## config.mk

```make
export PLATFORM = sky130hd
export DESIGN_NAME = su1_uart
export DESIGN_NICKNAME = d
export VERILOG_FILES = /design/src/verilog/su1_pkg.sv /design/src/verilog/su1_rate.sv /design/src/verilog/su1_uart.sv
export SDC_FILE = /design/constraint.sdc
export NUM_CORES = 1
export LEC_CHECK = 0
export ABC_AREA = 1
export BUFFER_PORTS_ARGS = -buffer_cell sky130_fd_sc_hd__buf_2
export CORE_MARGIN = 2
export CORE_UTILIZATION = 60
export CTS_BUF_LIST = sky130_fd_sc_hd__clkbuf_8
export DETAILED_ROUTE_END_ITERATION = 7
export GPL_TIMING_DRIVEN = 0
export HOLD_SLACK_MARGIN = 0.15
export PLACE_DENSITY = 0.84
export SLEW_MARGIN = 20
export SYNTH_ARGS = -nofsm -noshare
export SYNTH_HDL_FRONTEND = slang
export SYNTH_HIERARCHICAL = 1
export SYNTH_SLANG_ARGS = --single-unit
export TNS_END_PERCENT = 5
```

## constraint.sdc

```tcl
create_clock -name clk_sys -period 2.2 [get_ports clk_sys]
set_input_delay 0.44 -clock clk_sys [delete_from_list [all_inputs] [get_ports clk_sys]]
set_output_delay 0.44 -clock clk_sys [all_outputs]
set_load 0.03 [all_outputs]
```

## src/verilog/su1_pkg.sv

```systemverilog
/*
 Constants shared by the serial port one block: register indices and byte
 addresses, control and status bit positions, reset values, mode codes,
 bit timing and frame lengths.
 Assumes a 200 MHz system clock and a 12-bit APB byte address.
*/
`default_nettype none
package su1_pkg;
   // ==========================================================
   // Register map (index; byte address is four times the index)
   localparam int          SU1_AW        = 12;
   localparam logic [7:0]  SU1_IDX_CTRL  = 8'hC0;
   localparam logic [7:0]  SU1_IDX_BUF   = 8'hC1;
   localparam logic [7:0]  SU1_IDX_CFG   = 8'hC2;
   localparam logic [7:0]  SU1_IDX_T2RL  = 8'hC3;
   localparam logic [7:0]  SU1_IDX_IST   = 8'hC4;
   localparam logic [7:0]  SU1_IDX_ICLR  = 8'hC5;
   localparam logic [7:0]  SU1_IDX_IEN   = 8'hC6;

   function automatic logic [SU1_AW-1:0] su1_addr(input logic [7:0] idx);
      return {2'h0, idx, 2'h0};
   endfunction

   // ==========================================================
   // Field positions
   localparam int SU1_B_SM0  = 7;
   localparam int SU1_B_SM1  = 6;
   localparam int SU1_B_MP   = 5;
   localparam int SU1_B_REN  = 4;
   localparam int SU1_B_TB8  = 3;
   localparam int SU1_B_RB8  = 2;
   localparam int SU1_B_TI   = 1;
   localparam int SU1_B_RI   = 0;
   localparam int SU1_C_DBL  = 0;
   localparam int SU1_C_PRIO = 1;
   localparam int SU1_C_T2   = 2;
   localparam int SU1_I_TX   = 0;
   localparam int SU1_I_RX   = 1;

   // ==========================================================
   // Reset values
   localparam logic [7:0]  SU1_CTRL_RST = 8'h00;
   localparam logic [7:0]  SU1_BUF_RST  = 8'h00;
   localparam logic [2:0]  SU1_CFG_RST  = 3'h0;
   localparam logic [15:0] SU1_T2RL_RST = 16'h0000;
   localparam logic [1:0]  SU1_IEN_RST  = 2'h0;

   // ==========================================================
   // Modes and timing
   localparam logic [1:0] SU1_MODE0 = 2'h0;
   localparam logic [1:0] SU1_MODE1 = 2'h1;
   localparam logic [1:0] SU1_MODE2 = 2'h2;
   localparam int SU1_M0_BIT_SLOW = 12;
   localparam int SU1_M0_BIT_FAST = 4;
   localparam int SU1_M2_BIT      = 64;
   localparam int SU1_M2_BIT_DBL  = 32;
   localparam int SU1_OVS         = 16;
   localparam int SU1_T2_PRE      = 2;
   localparam logic [5:0] SU1_M0_HALF_SLOW = 6'(SU1_M0_BIT_SLOW / 2);
   localparam logic [5:0] SU1_M0_HALF_FAST = 6'(SU1_M0_BIT_FAST / 2);
   localparam logic [5:0] SU1_M2_DIV     = 6'(SU1_M2_BIT / SU1_OVS);
   localparam logic [5:0] SU1_M2_DIV_DBL = 6'(SU1_M2_BIT_DBL / SU1_OVS);
   localparam logic [3:0] SU1_OVS_MID  = 4'(SU1_OVS / 2 - 1);
   localparam logic [3:0] SU1_OVS_LAST = 4'(SU1_OVS - 1);

   // ==========================================================
   // Frame lengths in bits
   localparam logic [3:0] SU1_M0_BITS = 4'h8;
   localparam logic [3:0] SU1_A8_BITS = 4'hA;
   localparam logic [3:0] SU1_A9_BITS = 4'hB;
   localparam logic [3:0] SU1_RX_BITS = 4'h9;
   localparam logic [3:0] SU1_M0_END  = 4'h1;
   localparam logic [3:0] SU1_ASY_END = 4'h2;
endpackage
`default_nettype wire

```

## src/verilog/su1_rate.sv

```systemverilog
/*
 Bit rate generator: half-bit ticks for synchronous mode, 16x sample
 ticks for the asynchronous modes, and the timer 2 baud generator.
 Assumes idle and timer1_ovf come from logic on clk_sys.
*/
`default_nettype none
module su1_rate import su1_pkg::*; (
   input  wire logic        clk_sys,    // System clock
   input  wire logic        rstn,       // Sync reset, low
   input  wire logic        idle,       // Core idle
   input  wire logic [1:0]  mode,       // Port mode
   input  wire logic        multiproc,  // Multiprocessor bit
   input  wire logic        doubler,    // Baud doubler
   input  wire logic        t2_sel,     // Timer 2 paces modes 1, 3
   input  wire logic        timer1_ovf, // Timer 1 overflow pulse
   input  wire logic [15:0] t2_reload,  // Timer 2 reload value
   output logic             m0_half,    // Half-bit tick, mode 0
   output logic             tick16      // Sample tick, async
);
   typedef struct packed {
      logic [5:0]  div;
      logic        t2_pre;
      logic [15:0] t2_cnt;
      logic        m0_half;
      logic        tick16;
   } su1_rate_t;

   su1_rate_t r;
   su1_rate_t next_r;
   logic [5:0] lim;
   logic       t2_ovf;

   // ==========================================================
   // Divider
   always_comb begin
      next_r = r;
      next_r.m0_half = 1'b0;
      next_r.tick16 = 1'b0;
      t2_ovf = 1'b0;
      next_r.t2_pre = ~r.t2_pre;
      if (r.t2_pre == 1'(SU1_T2_PRE - 1)) begin
         if (r.t2_cnt == 16'hFFFF) begin
            next_r.t2_cnt = t2_reload;
            t2_ovf = 1'b1;
         end else begin
            next_r.t2_cnt = r.t2_cnt + 16'h0001;
         end
      end
      if (mode == SU1_MODE0) begin
         lim = multiproc ? SU1_M0_HALF_FAST : SU1_M0_HALF_SLOW;
      end else begin
         lim = doubler ? SU1_M2_DIV_DBL : SU1_M2_DIV;
      end
      // Fixed rates stop while the core idles
      if (!idle) begin
         if (r.div >= lim - 6'h01) begin
            next_r.div = 6'h00;
            next_r.m0_half = (mode == SU1_MODE0);
            next_r.tick16 = (mode == SU1_MODE2);
         end else begin
            next_r.div = r.div + 6'h01;
         end
      end
      if (mode[0]) begin
         next_r.tick16 = t2_sel ? t2_ovf : timer1_ovf;
      end
   end

   always_ff @(posedge clk_sys) begin
      if (!rstn) begin
         r <= '0;
      end else begin
         r <= next_r;
      end
   end

   assign m0_half = r.m0_half;
   assign tick16 = r.tick16;
endmodule
`default_nettype wire

```

## src/verilog/su1_uart.sv

```systemverilog
/*
 Serial port one: synchronous shift mode and three asynchronous frame
 modes, APB register access, sticky interrupt status with enable.
 Assumes idle and timer1_ovf come from logic on clk_sys; rxd_i is a pin.
*/
// Added by the designer: the APB register port.
// Notes on behaviour
// - Async frames: one start bit, 8 or 9 data bits, one stop bit.
// - Mode 0 shifts 8 bits, bit period 12 clocks, 4 with multiproc.
// - Mode 1: 10-bit frame; 3: timer 11-bit; 2: 64 or 32 clocks.
// - Modes 1 and 3 paced by timer 1 or timer 2 overflow.
// - Fixed-rate pacing clock stops while the core is idle.
// - Receive enable gates reception; in mode 0 it starts one.
// - Modes 2 and 3 send the ninth transmit bit as ninth data bit.
// - Ninth received bit; stop bit in mode 1 without multiproc.
// - Transmit done at end of last data bit, eighth in mode 0.
// - Receive done after eighth bit, stop sample, or ninth sample.
// - Buffer address: writes go to transmit, reads from receive.
// - Priority bit marks this port's interrupt as high priority.
// - Timer 2 as baud generator advances once every 2 clocks.
`default_nettype none
module su1_uart import su1_pkg::*; (
   input  wire logic        clk_sys,    // System clock
   input  wire logic        rstn,       // Sync reset, low
   input  wire logic        psel,       // APB select
   input  wire logic        penable,    // APB enable
   input  wire logic        pwrite,     // APB write
   input  wire logic [11:0] paddr,      // APB byte address
   input  wire logic [31:0] pwdata,     // APB write data
   output logic      [31:0] prdata,     // APB read data
   output logic             pready,     // APB ready
   output logic             pslverr,    // APB error
   input  wire logic        idle,       // Core idle
   input  wire logic        timer1_ovf, // Timer 1 overflow pulse
   input  wire logic        rxd_i,      // Receive pin in
   output logic             rxd_o,      // Receive pin out, mode 0
   output logic             rxd_oe,     // Receive pin enable
   output logic             txd,        // Transmit pin
   output logic             irq,        // Interrupt level
   output logic             irq_prio    // High priority marker
);
   typedef enum logic [1:0] {
      SU1_TX_IDLE,
      SU1_TX_BUSY
   } su1_tx_t;

   typedef enum logic [1:0] {
      SU1_RX_IDLE,
      SU1_RX_START,
      SU1_RX_DATA,
      SU1_RX_SYNC
   } su1_rx_t;

   typedef struct packed {
      logic [7:0]  ctrl;
      logic [7:0]  tx_buf;
      logic [7:0]  rx_buf;
      logic [2:0]  cfg;
      logic [15:0] t2_rl;
      logic [1:0]  ist;
      logic [1:0]  ien;
      logic [31:0] prdata;
      logic        pready;
      logic        pslverr;
      su1_tx_t     tx_st;
      logic [10:0] tx_sh;
      logic [3:0]  tx_left;
      logic [3:0]  tx_sub;
      logic        tx_ph;
      su1_rx_t     rx_st;
      logic [8:0]  rx_sh;
      logic [3:0]  rx_left;
      logic [3:0]  rx_sub;
      logic        rx_ph;
      logic        rx_s1;
      logic        rx_s2;
      logic        rx_prev;
      logic        txd;
      logic        rxd_o;
      logic        rxd_oe;
      logic        irq;
      logic        irq_prio;
   } su1_state_t;

   su1_state_t r;
   su1_state_t next_r;
   logic [1:0] mode;
   logic       setup;
   logic       wr;
   logic       tx_start;
   logic       tx_ev;
   logic       rx_ev;
   logic       rx_fin;
   logic [8:0] rx_new;
   logic       m0_rx_go;
   logic       bit_end;
   logic       m0_half;
   logic       tick16;

   // ==========================================================
   // Bit rate
   su1_rate u_rate (
      .clk_sys    (clk_sys),
      .rstn       (rstn),
      .idle       (idle),
      .mode       (r.ctrl[SU1_B_SM0:SU1_B_SM1]),
      .multiproc  (r.ctrl[SU1_B_MP]),
      .doubler    (r.cfg[SU1_C_DBL]),
      .t2_sel     (r.cfg[SU1_C_T2]),
      .timer1_ovf (timer1_ovf),
      .t2_reload  (r.t2_rl),
      .m0_half    (m0_half),
      .tick16     (tick16)
   );

   // ==========================================================
   // Next state
   always_comb begin
      next_r = r;
      mode = r.ctrl[SU1_B_SM0:SU1_B_SM1];
      setup = psel && !penable;
      wr = psel && penable && r.pready && pwrite;
      tx_start = 1'b0;
      tx_ev = 1'b0;
      rx_ev = 1'b0;
      rx_fin = 1'b0;
      rx_new = r.rx_sh;
      m0_rx_go = 1'b0;
      bit_end = 1'b0;

      // APB: answer in the first access cycle
      next_r.pready = setup;
      if (setup) begin
         next_r.prdata = 32'h0000_0000;
         next_r.pslverr = 1'b0;
         case (paddr)
            su1_addr(SU1_IDX_CTRL): next_r.prdata[7:0] = r.ctrl;
            su1_addr(SU1_IDX_BUF):  next_r.prdata[7:0] = r.rx_buf;
            su1_addr(SU1_IDX_CFG):  next_r.prdata[2:0] = r.cfg;
            su1_addr(SU1_IDX_T2RL): next_r.prdata[15:0] = r.t2_rl;
            su1_addr(SU1_IDX_IST):  next_r.prdata[1:0] = r.ist;
            su1_addr(SU1_IDX_ICLR): next_r.prdata[1:0] = 2'h0;
            su1_addr(SU1_IDX_IEN):  next_r.prdata[1:0] = r.ien;
            default:                next_r.pslverr = 1'b1;
         endcase
      end
      if (wr) begin
         case (paddr)
            su1_addr(SU1_IDX_CTRL): begin
               next_r.ctrl = pwdata[7:0];
               m0_rx_go = pwdata[SU1_B_REN] && !r.ctrl[SU1_B_REN]
                  && (pwdata[SU1_B_SM0:SU1_B_SM1] == SU1_MODE0)
                  && !pwdata[SU1_B_RI];
            end
            su1_addr(SU1_IDX_BUF): begin
               next_r.tx_buf = pwdata[7:0];
               tx_start = (r.tx_st == SU1_TX_IDLE);
            end
            su1_addr(SU1_IDX_CFG):  next_r.cfg = pwdata[2:0];
            su1_addr(SU1_IDX_T2RL): next_r.t2_rl = pwdata[15:0];
            su1_addr(SU1_IDX_ICLR): next_r.ist = r.ist & ~pwdata[1:0];
            su1_addr(SU1_IDX_IEN):  next_r.ien = pwdata[1:0];
            default: ;
         endcase
      end

      // Transmitter
      case (r.tx_st)
         SU1_TX_IDLE: begin
            if (tx_start) begin
               next_r.tx_st = SU1_TX_BUSY;
               next_r.tx_sub = 4'h0;
               next_r.tx_ph = 1'b0;
               case (mode)
                  SU1_MODE0: begin
                     next_r.tx_sh = {3'h7, pwdata[7:0]};
                     next_r.tx_left = SU1_M0_BITS;
                  end
                  SU1_MODE1: begin
                     next_r.tx_sh = {2'h3, pwdata[7:0], 1'b0};
                     next_r.tx_left = SU1_A8_BITS;
                  end
                  default: begin
                     next_r.tx_sh = {1'b1, r.ctrl[SU1_B_TB8], pwdata[7:0],
                                     1'b0};
                     next_r.tx_left = SU1_A9_BITS;
                  end
               endcase
            end
         end
         SU1_TX_BUSY: begin
            if (mode == SU1_MODE0) begin
               if (m0_half) begin
                  next_r.tx_ph = !r.tx_ph;
                  bit_end = r.tx_ph;
               end
            end else if (tick16) begin
               next_r.tx_sub = r.tx_sub + 4'h1;
               bit_end = (r.tx_sub == SU1_OVS_LAST);
            end
            if (bit_end) begin
               next_r.tx_sh = {1'b1, r.tx_sh[10:1]};
               next_r.tx_left = r.tx_left - 4'h1;
               if (r.tx_left == ((mode == SU1_MODE0) ? SU1_M0_END
                                                     : SU1_ASY_END)) begin
                  tx_ev = 1'b1;
               end
               if (r.tx_left == SU1_M0_END) begin
                  next_r.tx_st = SU1_TX_IDLE;
               end
            end
         end
         default: next_r.tx_st = SU1_TX_IDLE;
      endcase

      // Receiver
      case (r.rx_st)
         SU1_RX_IDLE: begin
            if (mode != SU1_MODE0 && r.ctrl[SU1_B_REN] && r.rx_prev
                && !r.rx_s2) begin
               next_r.rx_st = SU1_RX_START;
               next_r.rx_sub = 4'h0;
            end
         end
         SU1_RX_START: begin
            if (tick16) begin
               next_r.rx_sub = r.rx_sub + 4'h1;
               if (r.rx_sub == SU1_OVS_MID) begin
                  if (r.rx_s2) begin
                     next_r.rx_st = SU1_RX_IDLE;
                  end else begin
                     next_r.rx_st = SU1_RX_DATA;
                     next_r.rx_left = SU1_RX_BITS;
                  end
               end
            end
         end
         SU1_RX_DATA: begin
            if (tick16) begin
               next_r.rx_sub = r.rx_sub + 4'h1;
               if (r.rx_sub == SU1_OVS_MID) begin
                  rx_new = {r.rx_s2, r.rx_sh[8:1]};
                  next_r.rx_sh = rx_new;
                  next_r.rx_left = r.rx_left - 4'h1;
                  if (r.rx_left == SU1_M0_END) begin
                     rx_fin = 1'b1;
                     next_r.rx_st = SU1_RX_IDLE;
                  end
               end
            end
         end
         SU1_RX_SYNC: begin
            if (m0_half) begin
               next_r.rx_ph = !r.rx_ph;
               if (!r.rx_ph) begin
                  next_r.rx_sh = {r.rx_s2, r.rx_sh[8:1]};
               end else begin
                  next_r.rx_left = r.rx_left - 4'h1;
                  if (r.rx_left == SU1_M0_END) begin
                     rx_fin = 1'b1;
                     next_r.rx_st = SU1_RX_IDLE;
                  end
               end
            end
         end
         default: next_r.rx_st = SU1_RX_IDLE;
      endcase
      if (mode != SU1_MODE0 && !r.ctrl[SU1_B_REN]) begin
         next_r.rx_st = SU1_RX_IDLE;
      end
      if (m0_rx_go && r.tx_st == SU1_TX_IDLE
          && r.rx_st == SU1_RX_IDLE) begin
         next_r.rx_st = SU1_RX_SYNC;
         next_r.rx_left = SU1_M0_BITS;
         next_r.rx_ph = 1'b0;
      end

      // A full receive buffer drops the new byte
      if (rx_fin && !r.ctrl[SU1_B_RI]) begin
         if (mode == SU1_MODE0) begin
            next_r.rx_buf = rx_new[8:1];
            rx_ev = 1'b1;
         end else if (!r.ctrl[SU1_B_MP] || rx_new[8]) begin
            next_r.rx_buf = rx_new[7:0];
            next_r.ctrl[SU1_B_RB8] = rx_new[8];
            rx_ev = 1'b1;
         end
      end

      // Hardware sets win over a software clear in the same cycle
      if (tx_ev) begin
         next_r.ctrl[SU1_B_TI] = 1'b1;
         next_r.ist[SU1_I_TX] = 1'b1;
      end
      if (rx_ev) begin
         next_r.ctrl[SU1_B_RI] = 1'b1;
         next_r.ist[SU1_I_RX] = 1'b1;
      end

      // Pins and interrupt
      next_r.rx_s1 = rxd_i;
      next_r.rx_s2 = r.rx_s1;
      next_r.rx_prev = r.rx_s2;
      next_r.rxd_oe = (next_r.tx_st == SU1_TX_BUSY) && (mode == SU1_MODE0);
      next_r.rxd_o = next_r.tx_sh[0];
      if (next_r.tx_st == SU1_TX_BUSY) begin
         next_r.txd = (mode == SU1_MODE0) ? next_r.tx_ph : next_r.tx_sh[0];
      end else if (next_r.rx_st == SU1_RX_SYNC) begin
         next_r.txd = next_r.rx_ph;
      end else begin
         next_r.txd = 1'b1;
      end
      next_r.irq = |(next_r.ist & next_r.ien);
      next_r.irq_prio = next_r.cfg[SU1_C_PRIO];
   end

   // ==========================================================
   // State register
   always_ff @(posedge clk_sys) begin
      if (!rstn) begin
         r <= '0;
         r.ctrl <= SU1_CTRL_RST;
         r.tx_buf <= SU1_BUF_RST;
         r.rx_buf <= SU1_BUF_RST;
         r.cfg <= SU1_CFG_RST;
         r.t2_rl <= SU1_T2RL_RST;
         r.ien <= SU1_IEN_RST;
         r.rx_s1 <= 1'b1;
         r.rx_s2 <= 1'b1;
         r.rx_prev <= 1'b1;
         r.txd <= 1'b1;
      end else begin
         r <= next_r;
      end
   end

   assign prdata = r.prdata;
   assign pready = r.pready;
   assign pslverr = r.pslverr;
   assign rxd_o = r.rxd_o;
   assign rxd_oe = r.rxd_oe;
   assign txd = r.txd;
   assign irq = r.irq;
   assign irq_prio = r.irq_prio;
endmodule
`default_nettype wire

```

Yosys cells after proc, flatten, opt, wreduce, memory -nomap -nowiden

Index checks and enable logic that the tools add are counted.

Register bits: 138
Input port bits: 52
Output and inout bits: 39
Logic and storage cells: 241

Add/sub/neg operators: 7
$lt $le $gt $ge: 1
Equal/unequal tests: 41
Multiplexer cells: 93
Bitwise gates (word level): 6
Reductions and logical operators: 56

Operators by type and width:

| operator                | number |
|---|---|
| $eq A12 B10 Y1 const B  | 7 |
| $mux W1                 | 41 |
| $mux W8                 | 5 |
| $pmux W20 S2            | 1 |
| $mux W9                 | 4 |
| $mux W4                 | 8 |
| $mux W15                | 2 |
| $pmux W14 S2            | 1 |
| $mux W2                 | 12 |
| $pmux W4 S3             | 2 |
| $mux W22                | 1 |
| $mux W19                | 1 |
| $ne A2 B2 Y1 const B    | 9 |
| $pmux W9 S2             | 1 |
| $mux W17                | 1 |
| $add A16 B1 Y16 const B | 1 |
| $eq A16 B16 Y1 const B  | 1 |
| $mux W16                | 1 |
| $reduce_and A8 Y1       | 2 |
| $reduce_bool A2 Y1      | 8 |
| $logic_and A1 B1 Y1     | 15 |
| $pmux W5 S3             | 1 |
| $reduce_and A2 Y1       | 7 |
| $mux W3                 | 4 |
| other kinds (35)        | 68 |

Depth between registers and ports, before layout

Gate-level depths: netlist (run 1).

Depth in word-level cells: 12
Depth in mapped cells: 14
Depth with buffers taken out: 14

Hierarchy

The synthesis (run 1) kept the hierarchy.

Modules (own cells, without submodules):

| module   | instances | cells an instance | area an instance (um^2) | sequential area each (um^2) |
|---|---|---|---|---|
| su1_uart | 1         | 790               | 5457.7                  | 2102.0 |
| su1_rate | 1         | 258               | 1666.6                  | 500.5 |

Least setup slack after synthesis (run 1)

No wires, ideal clock.

Path type: register -> register
Start: register r[26] in the netlist's numbering
End: register r[114] in the netlist's numbering
Library setup time: 0.064 ns
Data arrival time: 1.668 ns
Required time: 2.136 ns
Path slack: 0.468 ns
Cell stages (with the launch flop): 14
Path buffers: 1
Period minus slack after synthesis: 1.732 ns
Cell sequence: dfxtp_1 inv_1 ha_1 nand2_2 inv_2 nand2_4 inv_2 or2_1 o21ai_2 nand3_2 nand2_4 buf_6 nor2_1 nor2_1

Word-level cells in the longest chain between the ends: 5
Elaborated cells between the ends (all ways): 10
Those cells by class: eq/ne (2); mux (4); reduce/logical (4)

Ends and longest elaborated chain:

| item                         | RTL line        | source |
|---|---|---|
| from (decl)                  | su1_uart.sv:85  | `su1_state_t r;` |
| from (signal assigned)       | su1_uart.sv:333 | `r <= next_r;` |
| $eq A2 B2 Y1                 | su1_uart.sv:217 | `case (r.rx_st)` |
| $mux W9                      | su1_uart.sv:217 |  |
| $logic_or A1 B1 Y1           | su1_uart.sv:283 | `end else if (!r.ctrl[SU1_B_MP] \|\| rx_new[8]) begin` |
| $reduce_bool A2 Y1 (no line) | -               |  |
| $reduce_and A2 Y1 (no line)  | -               |  |

Parallel ways exist; a longest one is shown, timed or not. The select of a mux whose other input is x is not followed.
A chain may end at the register's enable or synchronous reset.

Worst setup path in the final report (run 1)

Start: register r[27] in the netlist's numbering
End: register r[108] in the netlist's numbering

The elaborated chain is that of the path after synthesis.

==> results by group, run 1 <==
Global route
  – Total GRT Usage: 29.6%
  – First-pass GRT wire length: 30.2 mm
  – Initial antenna violation count: 0
  – Vias in the first global route: 6292
  – Largest net degree at the start of global routing: 17
  – Grt total ovfl: 0

Logic synthesis
  – Part of the Yosys area used for sequential elements: 36.5%
  – Cell variety after synth: 46
  – Number of synthesized flops with an enable pin: 0
  – Async set-or-reset flop fraction in the synthesized netlist: 0%
  – Post-synth top flop: dfxtp_1
  – Synth cell count leaders: nand2_1, inv_1, dfxtp_1, nor2_1, a21oi_1
  – Count leader, synth: nand2_1
  – Yosys reg bits: 130
  – Avg Inst Size Synth: 6.80 um^2
  – Synth warn: 6
  – Largest cells by area after synthesis: dfxtp_1, nand2_1, inv_1
  – Cells after Synth: 1048
  – Synthesized area: 7120 um^2
  – Largest area contributor in the netlist: dfxtp_1
  – Yosys top cell area share: 36.5%

Timing
  – Total negative slack: 0 ns
  – Final slew viol count: 0
  – Least-Margin Pin Slew: 0.764 ns
  – Worst slew margin: 49.1%
  – Worst Clk Skew: 0.0101 ns
  – Fin crit period: 2.07 ns
  – Hold Vio Cnt, Final: 0
  – # setup viols final: 0
  – Fmax: 0.484 GHz
  – Final period util: 94.0%
  – Worst hold slack: 0.183 ns

Clock tree
  – Cts hold-fix bufs: 0
  – Setup bufs post-CTS: 0
  – Sink Count: 130
  – Clk_lat worst skew: 0.46 ns
  – Root Driver: clkbuf_8
  – CTS tree: yes
  – Reg clk slew, reported paths: 0.08 ns
  – Num CTS Buffers: 17
  – H-tree Lvls: 4
  – Post-CTS sizing: 0
  – Clk buf depth: 2

Setup path
  – CP required: 2.55 ns
  – CP max FO: 10
  – CP bufs+invs: 2
  – Max stage delay cell, worst path: dfxtp_1
  – Critical path arrival: 2.42 ns
  – Crit-path cells: ha_1 -> nand2_1 -> inv_1 -> nand2_1 -> a211oi_4 -> nand2_4 -> buf_6 -> nor3_1 -> nor2_1
  – Crit path max-delay family: simple AND/OR/NAND/NOR gates
  – WP depth: 9
  – R2R Setup Slk: 0.13 ns
  – Crit path launch type: flop
  – CP peak stage delay: 0.40 ns
  – R2R cell count: 9
  – Kind of critical path: reg -> reg
  – RR Startpoint: r[27]$_SDFF_PN0_
  – RR Endpoint: r[108]$_SDFFE_PN0P_
  – Crit-path most repeated cell: nand2_1
  – CP Capture Type: flop

Placement
  – Port buffer count: 58
  – Post-Place Cells: 1265
  – DP Wirelength: 13.8 mm
  – Placer congestion estimate: 0.954

Detailed routing
  – WL/cell: 14.4 um
  – Routed via count: 7116
  – TritonRoute pass-1 iters: 8
  – WL final: 18.7 mm
  – Final antenna-violating net count: 0
  – DR vias/cell: 5.49
  – DRC: 5
  – Starting DRT DRC Count: 669

Min path
  – Hold Crit Start: rxd_i
  – Hold endpoint: next_r[6]$_SDFF_PN1_
  – Min-Delay Path Class: in -> reg
  – Hold Path Depth: 2

Floorplanning
  – DIE AREA: 12800 um^2
  – IO Count: 91
  – Die height: 113 um
  – Die width: 113 um
  – Core area: 11500 um^2
  – Placement Rows: 39
  – Initial Util: 61.9%

Cells and area
  – Share of cells above drive strength 1: 15.1%
  – # diodes: 0
  – Fin cells: 1297
  – Area grow syn2layout: 13.7%
  – Layout Utilization: 70.3%
  – Nets@finish: 1211

Power
  – Power density over cell area: 607 nW/um^2
  – Leakage: 0.00377 uW
  – Worst VDD drop: 0.000546 V

Outcome
  – Status: finished, violations left
  – Failing checks: design-rule violations

Run
  – MaxCap Viol Count: 0
==> state kept, by name, summed over array words and instances (netlist names), 2 cells and up <==
signal,count
mode,2
next_r,2
prdata,16
r,80
u_rate/r,23
==> worst reg2reg max path, delay by kind of cell (launching register included) <==
family,cells,cell delay [ns]
AO/OA/AOI/OAI,1,0.36
AND/OR/NAND/NOR,5,0.59
buffers and inverters,2,0.27
adder cells (fa/ha/maj),1,0.33
flip-flops,1,0.40
==> kinds of logic (layout without fill, tap and decap cells) <==
family	Yosys count	count (layout)	synth area share [%]
AND/OR/NAND/NOR	489	489	30.8
AO/OA/AOI/OAI	191	191	14.4
other	1	17	0.0526
buffers and inverters	202	292	12.8
adder cells (fa/ha/maj)	18	18	3.16
XOR/XNOR	11	11	1.35
flip-flops	130	130	36.5
multiplexers	6	6	0.843
==> power by group <==
| part | switching [uW] | internal [uW] | total (uW) |
|---|---|---|---|
| logic | 198 | 86.0 | 284 |
| clock network | 930 | 1320 | 2250 |
| registers | 13.1 | 2370 | 2380 |
==> worst max path at each step <==
stage / start / endpoint / slack [ns]
after floorplan: r[26]$_SDFF_PN0_ / r[114]$_SDFFE_PN0P_ / 0.47
after global placement: paddr[11] / r[34]$_SDFFE_PN0P_ / 0.08
after detailed placement: paddr[11] / r[34]$_SDFFE_PN0P_ / 0.09
after CTS: mode[1]$_SDFFE_PN0P_ / u_rate/r[20]$_SDFFE_PN0N_ / 0.11
after global routing: mode[1]$_SDFFE_PN0P_ / u_rate/r[20]$_SDFFE_PN0N_ / -0.005
final: r[27]$_SDFF_PN0_ / r[108]$_SDFFE_PN0P_ / 0.13
==> metrics by stage <==
stage	setup slack [ns]	total power, uW	instance area, um^2
4_1_cts	0.111	4920	8090
6_report	0.133	4920	8100
3_3_place_gp	0.0838	2710	7650
2_1_floorplan	0.468	2610	7180
5_1_grt	-0.00497	5080	8100
3_5_place_dp	0.0909	2710	7650
==> layout make-up <==
class,count,area (um^2)
sequential,130,2610
fill,990,3420
clock buffer,17,234
clock inverter,15,200
multi-input combinational,732,3670
timing repair buffer,58,290
buffer,61,385
inverter,141,529
tap,143,179
==> layer usage <==
metal | up-vias | global-route usage, % | share of wire (%)
li1 | 3533 | - | -
met1 | 3256 | 38.1 | 42
met4 | 0 | 12.6 | 2.8
met3 | 40 | 7.12 | 8.5
met5 | - | 0 | 0
met2 | 287 | 47.8 | 47
==> layout by cell type (no fill, tap or decap), drive strengths merged, types with 22 or more instances in the layout <==
| cell type | netlist | routed |
|---|---|---|
| clkbuf | 17 | 34 |
| nor3 | 22 | 22 |
| o21ai | 76 | 76 |
| buf | 44 | 102 |
| nand3 | 75 | 75 |
| inv | 139 | 143 |
| nor2 | 130 | 130 |
| nand2 | 231 | 231 |
| dfxtp | 130 | 130 |
| a21oi | 90 | 90 |
Power figures use the tool's default switching activity.
==> run 2, diff against run 1 <==
- BUFFER_PORTS_ARGS: -buffer_cell sky130_fd_sc_hd__buf_2 -> unset
- CORE_UTILIZATION: 60 -> 66
- DONT_BUFFER_PORTS: unset -> 1
==> results by group, run 2 (synthesis gave the netlist of run 1 again) <==
Outcome
  – Status: completed (was finished, violations left)

Timing
  – RSZ-0062 raised after global routing: no
  – Total negative slack: 0 ns (unchanged)
  – Least-Margin Pin Slew: 0.696 ns (was 0.764 ns)
  – Fin crit period: 2.04 ns (was 2.07 ns)
  – Fmax: 0.490 GHz (was 0.484 GHz)
  – Worst slew margin: 53.6% (was 49.1%)
  – Final period util: 92.7% (was 94.0%)
  – Final slew viol count: 0 (unchanged)
  – Hold Vio Cnt, Final: 0 (unchanged)
  – # setup viols final: 0 (unchanged)
  – Worst Clk Skew: 0.00735 ns (was 0.0101 ns)
  – Setup ws final: 0.161 ns (was 0.133 ns)

Floorplanning
  – Initial Util: 68.4% (was 61.9%)
  – Die height: 108 um (was 113 um)
  – IO Count: 91 (unchanged)
  – DIE AREA: 11600 um^2 (was 12800 um^2)
  – Placement Rows: 37 (was 39)
  – Core area: 10400 um^2 (was 11500 um^2)
  – Die width: 108 um (was 113 um)

Setup path
  – Critical path arrival: 2.43 ns (was 2.42 ns)
  – Crit path launch type: flop (unchanged)
  – CP Capture Type: flop (unchanged)
  – CP max FO: 10 (unchanged)
  – Kind of critical path: reg -> reg (unchanged)
  – CP required: 2.59 ns (was 2.55 ns)
  – Critical Path Start: r[26]$_SDFF_PN0_ (was r[27]$_SDFF_PN0_)
  – RR Startpoint: r[26]$_SDFF_PN0_ (was r[27]$_SDFF_PN0_)

Run
  – MaxCap Viol Count: 0 (unchanged)

Cells and area
  – Commonest cells after routing, fill and taps aside: nand2_1, inv_1, dfxtp_1 (unchanged)
  – # diodes: 0 (unchanged)
  – Layout Utilization: 74.6% (was 70.3%)
  – Nets@finish: 1157 (was 1211)
  – Area grow syn2layout: 9.10% (was 13.7%)
  – Share of cells above drive strength 1: 10.2% (was 15.1%)
  – Largest register by flop count: r (unchanged)
  – Max reg flops: 80 (unchanged)
  – Most common cell after layout, fill and taps aside: nand2_1 (unchanged)

Detailed routing
  – TritonRoute pass-1 iters: 5 (was 8)
  – Final antenna-violating net count: 0 (unchanged)
  – Starting DRT DRC Count: 678 (was 669)
  – DR vias/cell: 5.49 (about the same)
  – WL/cell: 14.5 um (was 14.4 um)
  – WL final: 17.9 mm (was 18.7 mm)
  – DRC: 0 (was 5)
  – Routed via count: 6772 (was 7116)

Power
  – Leakage: 0.00350 uW (was 0.00377 uW)
  – Overall power: 4560 uW (was 4920 uW)
  – Power density over cell area: 587 nW/um^2 (was 607 nW/um^2)
  – Worst VDD drop: 0.000563 V (was 0.000546 V)

Clock tree
  – Num CTS Buffers: 17 (unchanged)
  – H-tree Lvls: 4 (unchanged)
  – Setup bufs post-CTS: 0 (unchanged)
  – Reg clk slew, reported paths: 0.07 ns (was 0.08 ns)
  – CTS tree: yes (unchanged)
  – Clk_lat worst skew: 0.46 ns (about the same)
  – Root Driver: clkbuf_8 (unchanged)
  – Clk buf depth: 2 (unchanged)
  – Sink Count: 130 (unchanged)

Min path
  – Hold Crit Start: idle (was rxd_i)
  – Min-Delay Path Class: in -> reg (unchanged)

Global route
  – Total GRT Usage: 31.8% (was 29.6%)
  – Largest net degree at the start of global routing: 17 (unchanged)
  – Vias in the first global route: 6099 (was 6292)
  – Initial antenna violation count: 0 (unchanged)
  – Grt total ovfl: 0 (unchanged)
  – First-pass GRT wire length: 28.7 mm (was 30.2 mm)

Placement
  – Setup slack at placement: 0.176 ns (was 0.0909 ns)
  – Port buffer count: 0 (was 58)
  – DP Wirelength: 13.1 mm (was 13.8 mm)
  – Placer congestion estimate: 0.899 (was 0.954)
run 2: final cells by class:
| type | instances | area [um^2] |
|---|---|---|
| plain buffers | 61 | 385 |
| clock buffers | 20 | 275 |
| clock inverters | 10 | 96.3 |
| fillers | 864 | 2640 |
| inverters | 141 | 529 |
| multi-input cells | 732 | 3670 |
| flip-flops and latches | 130 | 2600 |
| well taps | 136 | 170 |
| repair buffers | 4 | 40.0 |
run 2: critical path, cell delays in order, from the launching register on:
cell and delay (ns):
dfxtp_1 0.40, inv_1 0.10, ha_1 0.29, nand2_2 0.11
inv_2 0.04, nand2_4 0.09, inv_2 0.06, or2_1 0.21
o21ai_2 0.09, nand3_2 0.11, nand2_4 0.15, buf_6 0.17
nor2_1 0.06, nor2_1 0.10
run 2: worst paths after layout:
kind	slack, ns	depth (start not counted)	end
setup reg to reg	0.16	13	r[114]$_SDFFE_PN0P_
hold / removal	0.16	2	u_rate/r[20]$_SDFFE_PN0N_
setup / recovery	0.16	13	r[114]$_SDFFE_PN0P_
hold reg to reg	0.44	2	u_rate/r[24]$_SDFFE_PN0N_
run 2: per-layer routing:
metal / vias up / part of all wire [%] / track usage [%] / wire (um)
li1: 3410 / - / - / -
met1: 3035 / 43 / 39.7 / 7670
met2: 274 / 46 / 51.4 / 8190
met4: 0 / 3.8 / 15.0 / 681
met3: 53 / 7.8 / 8.11 / 1410
met5: - / 0 / 0 / 0
run 2: power by group:
part | internal, uW | switching [uW]
Sequential | 2370 | 16.9
Combinational | 66.6 | 163
Clock | 1060 | 887
Total | 3490 | 1070
run 2: repair_timing:
item	in CTS	in global routing
gates resized for setup	0	3
endpoints found under the setup margin	0	5
hold endpoints to repair	6	0
hold buffers	4	0
run 2: through the flow:
stage	std cells	hold WS [ns]	cell area [um^2]
after floorplan	1064	0.393	7180
after global placement	1200	0.402	7350
after detailed placement	1200	0.417	7350
after CTS	1234	0.152	7770
after global routing	1234	0.172	7770
final	1234	0.165	7770
